**src/hw/trig_defs.svh**
```systemverilog
// Timing constants and reset values of the time-qualified trigger
`ifndef TRIG_DEFS_SVH
`define TRIG_DEFS_SVH

`define CLK_PERIOD_PS        20000
`define WIN_WIDTH_RST_PS     5000
`define WIN_TOL_RST_PS       0
`define STUCK_DUR_RST_PS     100000
`define GAP_WIDTH_RST_PS     5000
`define GAP_TOL_RST_PS       0
// Least times round up to whole cycles; a zero time stays zero
`define WIN_WIDTH_RST_CYC \
  ((`WIN_WIDTH_RST_PS + `CLK_PERIOD_PS - 1) / `CLK_PERIOD_PS)
`define WIN_TOL_RST_CYC      (`WIN_TOL_RST_PS / `CLK_PERIOD_PS)
`define STUCK_DUR_RST_CYC \
  ((`STUCK_DUR_RST_PS + `CLK_PERIOD_PS - 1) / `CLK_PERIOD_PS)
`define GAP_WIDTH_RST_CYC \
  ((`GAP_WIDTH_RST_PS + `CLK_PERIOD_PS - 1) / `CLK_PERIOD_PS)
`define GAP_TOL_RST_CYC      (`GAP_TOL_RST_PS / `CLK_PERIOD_PS)
// 10000 s at 20 ns needs 39 bits
`define CNT_WIDTH            40
`define CHAN_COUNT           8

`endif

```
**src/hw/trig_pkg.sv**
```systemverilog
// Mode and option types of the time-qualified trigger
package trig_pkg;
  typedef enum logic [1:0] {KIND_WINDOW, KIND_TIMEOUT, KIND_INTERVAL}
    trig_kind_t;
  typedef enum logic [1:0] {WIN_ENTER, WIN_EXIT, WIN_STAY_IN, WIN_STAY_OUT}
    win_option_t;
  typedef enum logic [1:0] {DUR_WITHIN, DUR_OUTSIDE, DUR_SHORTER, DUR_LONGER}
    dur_cond_t;
  typedef enum logic [1:0] {STUCK_HIGH, STUCK_LOW, STUCK_ANY_POLARITY}
    stuck_pol_t;
  typedef enum logic [1:0] {GAP_WITHIN, GAP_OUTSIDE, GAP_SHORTER, GAP_LONGER}
    gap_cmp_t;
  typedef enum logic [1:0] {EDGE_RISE, EDGE_FALL, EDGE_ANY_POLARITY}
    gap_pol_t;
endpackage

```
**src/hw/time_qual_trigger.sv**
```systemverilog
// Window, timeout and interval trigger qualified by duration
// Summary of operation
// - Duration condition applies only to stay-inside or stay-outside options
// - Within: duration between width-delta and width+delta; default
// - Outside: duration below width-delta or above width+delta
// - Shorter: window state ends before width elapses
// - Width is the centre of the plus/minus delta range
// - Width is maximum for shorter, minimum for longer
// - Timeout qualifies on high, low or any_polarity; high default
// - Fire when timeout level holds for programmed duration
// - Interval delta is tolerance band around width, default zero
// - Interval within: gap inside width plus or minus delta
// - Interval outside: gap outside the band; default
// - Interval shorter: gap less than width
// - Interval longer: gap more than width
// - Gap measured between rising, falling or any edges; rising default
// - Interval width is nominal gap, default five nanoseconds
// - Window delta is symmetric tolerance, default zero
// - Window option: enter, exit, stay inside, stay outside; enter default
// - Window limits come from comparators of channel one to eight
`timescale 1ns/10ps
`include "trig_defs.svh"
module time_qual_trigger
  import trig_pkg::*;
#(
  parameter int NCH = `CHAN_COUNT,
  parameter int CW  = `CNT_WIDTH
) (
  input  wire              i_clk,
  input  wire              i_rst_n,
  input  wire [NCH-1:0]    i_above_upper,
  input  wire [NCH-1:0]    i_below_lower,
  input  wire [NCH-1:0]    i_above_level,
  input  wire              i_cfg_load,
  input  wire [$clog2(NCH)-1:0] i_src_chan,
  input  trig_kind_t       i_trig_kind,
  input  win_option_t      i_window_compare_option,
  input  dur_cond_t        i_window_duration_condition,
  input  wire [CW-1:0]     i_window_nominal_duration,
  input  wire [CW-1:0]     i_window_duration_tolerance,
  input  stuck_pol_t       i_stuck_level_polarity,
  input  wire [CW-1:0]     i_stuck_level_duration,
  input  gap_cmp_t         i_edge_gap_compare_option,
  input  gap_pol_t         i_edge_gap_polarity,
  input  wire [CW-1:0]     i_edge_gap_nominal,
  input  wire [CW-1:0]     i_edge_gap_tolerance,
  output logic             o_trigger,
  output logic             o_gap_armed
);
  localparam int CHW = $clog2(NCH);

  typedef struct packed {
    logic [3*NCH-1:0] sync1;
    logic [3*NCH-1:0] sync2;
    logic [2:0]       prev;
    logic [CHW-1:0]   chan;
    trig_kind_t       kind;
    win_option_t      win_opt;
    dur_cond_t        win_cond;
    logic [CW-1:0]    win_w;
    logic [CW-1:0]    win_tol;
    stuck_pol_t       to_pol;
    logic [CW-1:0]    to_dur;
    gap_cmp_t         gap_cmp;
    gap_pol_t         gap_pol;
    logic [CW-1:0]    gap_w;
    logic [CW-1:0]    gap_tol;
    logic [CW-1:0]    wcnt;
    logic [CW-1:0]    tcnt;
    logic [CW-1:0]    gcnt;
    logic             armed;
    logic             trig;
  } state_t;

  localparam state_t RST_STATE = '{
    sync1: '0, sync2: '0, prev: '0, chan: '0,
    kind: KIND_WINDOW, win_opt: WIN_ENTER, win_cond: DUR_WITHIN,
    win_w: CW'(`WIN_WIDTH_RST_CYC), win_tol: CW'(`WIN_TOL_RST_CYC),
    to_pol: STUCK_HIGH, to_dur: CW'(`STUCK_DUR_RST_CYC),
    gap_cmp: GAP_OUTSIDE, gap_pol: EDGE_RISE,
    gap_w: CW'(`GAP_WIDTH_RST_CYC), gap_tol: CW'(`GAP_TOL_RST_CYC),
    wcnt: '0, tcnt: '0, gcnt: '0, armed: 1'b0, trig: 1'b0};

  state_t s_q;
  state_t s_d;

  function automatic logic [CW-1:0] sat_inc(input logic [CW-1:0] v);
    sat_inc = (&v) ? v : v + CW'(1);
  endfunction

  // Selected channel: upper, lower, level comparator after sync
  logic [2:0]    cur;
  logic          in_now;
  logic          in_prev;
  logic          wq_now;
  logic          wq_prev;
  logic          win_end;
  logic          win_lo_ok;
  logic          win_hi_ok;
  logic          win_fire;
  logic          lvl;
  logic          to_cond;
  logic [CW-1:0] tcnt_n;
  logic          to_fire;
  logic          gap_edge;
  logic          gap_lo_ok;
  logic          gap_hi_ok;
  logic          gap_fire;
  logic          fire;

  assign cur = {s_q.sync2[2*NCH + int'(s_q.chan)],
                s_q.sync2[NCH + int'(s_q.chan)],
                s_q.sync2[int'(s_q.chan)]};
  assign in_now  = !cur[2] && !cur[1];
  assign in_prev = !s_q.prev[2] && !s_q.prev[1];
  assign wq_now  = (s_q.win_opt == WIN_STAY_IN) ? in_now : !in_now;
  assign wq_prev = (s_q.win_opt == WIN_STAY_IN) ? in_prev : !in_prev;
  assign win_end = wq_prev && !wq_now;
  // Width is the centre of the band; sums kept one bit wider
  assign win_lo_ok = ({1'b0, s_q.wcnt} + {1'b0, s_q.win_tol})
                     >= {1'b0, s_q.win_w};
  assign win_hi_ok = {1'b0, s_q.wcnt}
                     <= ({1'b0, s_q.win_w} + {1'b0, s_q.win_tol});

  always_comb
  begin
    win_fire = 1'b0;
    case (s_q.win_opt)
      WIN_ENTER: win_fire = in_now && !in_prev;
      WIN_EXIT:  win_fire = !in_now && in_prev;
      default:
      begin
        case (s_q.win_cond)
          DUR_WITHIN:  win_fire = win_end && win_lo_ok && win_hi_ok;
          DUR_OUTSIDE: win_fire = win_end && !(win_lo_ok && win_hi_ok);
          DUR_SHORTER: win_fire = win_end && (s_q.wcnt < s_q.win_w);
          DUR_LONGER:  win_fire = wq_now && (s_q.wcnt == s_q.win_w);
          default:     win_fire = 1'b0;
        endcase
      end
    endcase
  end

  assign lvl = cur[0];
  always_comb
  begin
    case (s_q.to_pol)
      STUCK_HIGH: to_cond = lvl;
      STUCK_LOW:  to_cond = !lvl;
      default:    to_cond = 1'b1;
    endcase
  end
  // A level change restarts the run in any_polarity-polarity mode
  assign tcnt_n = !to_cond ? '0 :
                  (lvl == s_q.prev[0]) ? sat_inc(s_q.tcnt) : CW'(1);
  assign to_fire = to_cond && (tcnt_n == s_q.to_dur)
                   && (s_q.tcnt != s_q.to_dur);

  always_comb
  begin
    case (s_q.gap_pol)
      EDGE_RISE: gap_edge = lvl && !s_q.prev[0];
      EDGE_FALL: gap_edge = !lvl && s_q.prev[0];
      default:   gap_edge = lvl != s_q.prev[0];
    endcase
  end
  assign gap_lo_ok = ({1'b0, s_q.gcnt} + {1'b0, s_q.gap_tol})
                     >= {1'b0, s_q.gap_w};
  assign gap_hi_ok = {1'b0, s_q.gcnt}
                     <= ({1'b0, s_q.gap_w} + {1'b0, s_q.gap_tol});

  always_comb
  begin
    gap_fire = 1'b0;
    if (gap_edge && s_q.armed)
    begin
      case (s_q.gap_cmp)
        GAP_WITHIN:  gap_fire = gap_lo_ok && gap_hi_ok;
        GAP_OUTSIDE: gap_fire = !(gap_lo_ok && gap_hi_ok);
        GAP_SHORTER: gap_fire = s_q.gcnt < s_q.gap_w;
        GAP_LONGER:  gap_fire = s_q.gcnt > s_q.gap_w;
        default:     gap_fire = 1'b0;
      endcase
    end
  end

  always_comb
  begin
    case (s_q.kind)
      KIND_WINDOW:   fire = win_fire;
      KIND_TIMEOUT:  fire = to_fire;
      KIND_INTERVAL: fire = gap_fire;
      default:       fire = 1'b0;
    endcase
  end

  always_comb
  begin
    s_d       = s_q;
    s_d.sync1 = {i_above_upper, i_below_lower, i_above_level};
    s_d.sync2 = s_q.sync1;
    s_d.prev  = cur;
    s_d.wcnt  = wq_now ? sat_inc(s_q.wcnt) : '0;
    s_d.tcnt  = tcnt_n;
    s_d.gcnt  = gap_edge ? CW'(1) : sat_inc(s_q.gcnt);
    s_d.armed = s_q.armed || gap_edge;
    s_d.trig  = fire;
    if (i_cfg_load)
    begin
      s_d.chan     = i_src_chan;
      s_d.kind     = i_trig_kind;
      s_d.win_opt  = i_window_compare_option;
      s_d.win_cond = i_window_duration_condition;
      s_d.win_w    = i_window_nominal_duration;
      s_d.win_tol  = i_window_duration_tolerance;
      s_d.to_pol   = i_stuck_level_polarity;
      s_d.to_dur   = i_stuck_level_duration;
      s_d.gap_cmp  = i_edge_gap_compare_option;
      s_d.gap_pol  = i_edge_gap_polarity;
      s_d.gap_w    = i_edge_gap_nominal;
      s_d.gap_tol  = i_edge_gap_tolerance;
      // New settings restart every measurement
      s_d.prev  = '0;
      s_d.wcnt  = '0;
      s_d.tcnt  = '0;
      s_d.gcnt  = '0;
      s_d.armed = 1'b0;
      s_d.trig  = 1'b0;
    end
  end

  always_ff @(posedge i_clk or negedge i_rst_n)
  begin
    if (!i_rst_n)
      s_q <= RST_STATE;
    else
      s_q <= s_d;
  end

  assign o_trigger   = s_q.trig;
  assign o_gap_armed = s_q.armed;

  logic loaded_q;
  always_ff @(posedge i_clk or negedge i_rst_n)
  begin
    if (!i_rst_n)
      loaded_q <= 1'b0;
    else if (i_cfg_load)
      loaded_q <= 1'b1;
  end
endmodule

```
**config.mk**
```make
export PLATFORM = sky130hd
export DESIGN_NAME = time_qual_trigger
export DESIGN_NICKNAME = d
export VERILOG_FILES = /design/src/hw/trig_pkg.sv /design/src/hw/time_qual_trigger.sv
export VERILOG_INCLUDE_DIRS = /design/src /design/src/hw
export SDC_FILE = /design/constraint.sdc
export NUM_CORES = 1
export LEC_CHECK = 0
export BUFFER_PORTS_ARGS = -buffer_cell sky130_fd_sc_hd__buf_2
export CAP_MARGIN = 30
export CORE_MARGIN = 3
export CORE_UTILIZATION = 62
export DETAILED_ROUTE_END_ITERATION = 6
export PLACE_DENSITY = 0.91
export SLEW_MARGIN = 20
export SYNTH_ARGS = -nofsm -noshare
export SYNTH_HDL_FRONTEND = slang
export SYNTH_SLANG_ARGS = --single-unit
```
**constraint.sdc**
```tcl
create_clock -name i_clk -period 5.9 [get_ports i_clk]
set_input_delay 0.59 -clock i_clk [delete_from_list [all_inputs] [get_ports i_clk]]
set_output_delay 0.59 -clock i_clk [all_outputs]
set_load 0.05 [all_outputs]
```
==> metrics.cfg <==
[layout]
finish.instance_area_mm2=0.03431
most_common_cell_after_layout_fill_and_taps_aside=ha_1
footprint_of_the_flip_flops_and_latches_mm2=0.009716
multi_input_area_mm2=0.02011
filler_cell_count=3592
area_growth_syn_to_layout_pct=12.39
final_layout_size_suffix_gt1_frac=0.1574
finish.net_count=4212
most_frequent_cells_in_the_layout=ha_1 (403), dfrtp_1 (383), nor2_1 (261), nand2_1 (247), buf_2 (241)

[grt]
first_global_vias=26719
globalRouteOverflowTotal=0
antenna_found_initial=4
grt_first_pass_wirelength_mm=142.2
groute.layer.met1.usage=0.4293
grt_util_met3=0.05601
groute.layer.met2.usage=0.5685
gr-usage-all-layers=0.3358
most_crowded_layer_after_global_routing=met2
grt_max_degree=164

[clock_network]
cts-root-buf=clkbuf_16
hold_buf_cts=0
clock_buffer_count_from_cts=46
clock_sink_count=388
cts.clk_slew.worst_paths_ps=60
count_of_h_tree_levels_built_during_cts=2
cts_max_path_buffers=3
worst_skew_pair.late_latency_ps=620
tritoncts_clock_tree=done

[timing]
fin_crit_sh=0.9555
final_layout_setup_total_negative_slack_ps=0
final-setup-viol-count=0
achievable-frequency_ghz=0.1774
hold_viol_final=10
tightest_slew_ps=1045
timing.hold.ws_ps=-32.08
skew_ps=33.88
max-slew-margin-rel=0.3035
post-route-min-period_ps=5637
fin_ws_ps=262.6
timing_max_transition_violations_final=0

[critical_path]
worst-r2r-cell-count=23
critical_path_arrival_ps=6160
worst_setup_path_start_kind=flip-flop
path_max_fanout=6
timing.critical_path.to_type=flip-flop
cp.required_ps=6420
setup.worst_path.class=flip-flop to flip-flop

[place]
gp_routability_congestion=1.042
port_buffers=243
detailedPlace.worstSlack_ps=7.169
dp_hpwl_mm=68.31
postPlaceCellArea_mm2=0.03248

[yosys]
synth_top_area_share=0.3139
postSynthCellCount=3312
yosys-top-cells-area=dfrtp_1 (31%), ha_1 (17%), mux2_2 (4.9%)
synth.yosys.seq_area_share=0.3182
avgSynthCellArea_um2=9.218
netlist_area_pre_place_mm2=0.03053
synth-seq-cells=388
yosysWarnings=0
ys_dominant_reg_cell=dfrtp_1
synthDistinctLibCells=98
synth-async-reset-ratio=1.000
syn-num-nets=3966
synth_largest_area_cell=dfrtp_1
number_of_enable_type_register_cells_in_the_synthesized_netlist=0

[routing]
post_drt_wl_per_cell_um=21.10
wl_mm=89.81
vias_per_cell=6.412
route.antenna.remaining_nets=0
detailroute.via_count=27290
detail_route.drc_violations=0
drtIter0Drc=2566
detailed_routing_iteration_count_for_the_pre_antenna_repair_pass=5

[floorplanning]
fp-row-count=80
fp.dieArea_mm2=0.05194
die_x_um=227.9
boundaryPins=244
floorplan.initialDensity=0.6341
core_area_mm2=0.04815
die-height_um=227.9

[power]
p_seq_frac=0.357
total_power_w=0.008499
clock_power_share=0.359
cellLeakagePower_nw=16.60
sw_frac_of_total=0.3324
p_sw_w=0.002825
combinationalPowerShare=0.284
max-vdd-ir-drop_v=0.0002753
powerDensity_mw_per_mm2=247.7
power_report.internal_total_w=0.005674

[outcome]
violations=hold timing
status=finished, violations left

[run]
timing.max_cap.violations=0

[worst_hold_path]
min_path_type=input pin to async pin

[worst paths after layout]
path / slack, ps / from / end
max reg2reg: 260 / s_q[100] / o_trigger
min: -30 / i_rst_n / s_q[265]
min reg2reg: 350 / s_d[340] / s_q[340]
max in group asynchronous: 4530 / i_rst_n / s_d[346]
max: 260 / s_q[100] / o_trigger
min in group i_clk: 110 / i_below_lower[1] / s_d[349]
[flip-flops by register name, indices dropped and copies added (netlist names)]
name and count:
s_q 362, o_trigger 1, o_gap_armed 1, s_d 24
[layer usage]
metal	wire length (um)	up-vias
met5	0	-
met4	4120	0
met3	6815	283
met2	42800	1228
met1	36070	13106
li1	-	12673
[power by group through the flow]
stage               combinational, W  clock (W)  sequential [W]
global placement             0.00222          0         0.00307
CTS                          0.00233    0.00309         0.00303
finish                       0.00241    0.00305         0.00304
floorplan                    0.00166          0         0.00300
global route                 0.00267    0.00321         0.00305
detailed placement           0.00230          0         0.00307
[final cells by class]
type,instances,area share
Antenna cell,4,0.0002917
Clock buffer,66,0.03956
Multi-Input combinational cell,2704,0.5859
Sequential cell,388,0.2831
Timing Repair Buffer,275,0.04376
Inverter,143,0.01564
Clock inverter,20,0.007730
Tap cell,656,0.02392
[synth_stat cells, drive strengths merged, types with 10 or more instances]
library cell / count
ha: 408
dfrtp: 383
nor2: 262
nand2: 248
o21ai: 231
a21oi: 215
xor2: 148
inv: 143
mux2: 135
xnor2: 133
a21o: 128
nand4: 94
nand3: 90
nor3: 70
clkbuf: 61
and3: 42
nor2b: 42
a211oi: 39
nand2b: 38
nor4: 31
o21a: 26
and4: 24
o21bai: 24
and2: 23
or3: 21
a31oi: 19
a2111oi: 18
buf: 16
o211ai: 15
or4: 13
mux2i: 11
o2111ai: 10
[worst max-delay path: stages (launching register included)]
cell and delay, ps:
dfrtp_1 460, ha_2 410, nand2_1 160, or4_1 570, a211oi_2 320, or3_1 210
a31o_2 180, a32oi_1 80, a31o_2 280, a21oi_2 150, o21a_1 130, nor2_1 40
xnor2_1 130, ha_1 290, nand4_1 120, nor3_2 200, nand2_1 180, a2111oi_1 610
a211oi_2 160, o21ai_0 190, o22ai_1 130, mux2i_1 150, o211a_1 250, a221oi_2 180
[cells by family after synthesis]
kind of cell    share of synthesized area
simple gates                       0.1700
compound gates                     0.1720
fa+ha+maj                          0.1698
flops                              0.3182
xor+xnor                          0.08258
buf+inv                           0.02824
mux                               0.05910
[timing repair]
item	in CTS	in global routing
setup endpoints to repair	1	1
pin swaps	0	10
buffers inserted	0	6
gates resized for setup	1	38
[metrics by stage]
stage	cells	utilization
floorplan	3312	-
finish	4256	0.7127
CTS	4246	0.7085
detailed placement	4160	0.6747
global route	4256	0.7127
global placement	4160	0.6747
(Power assumes the default switching activity.)
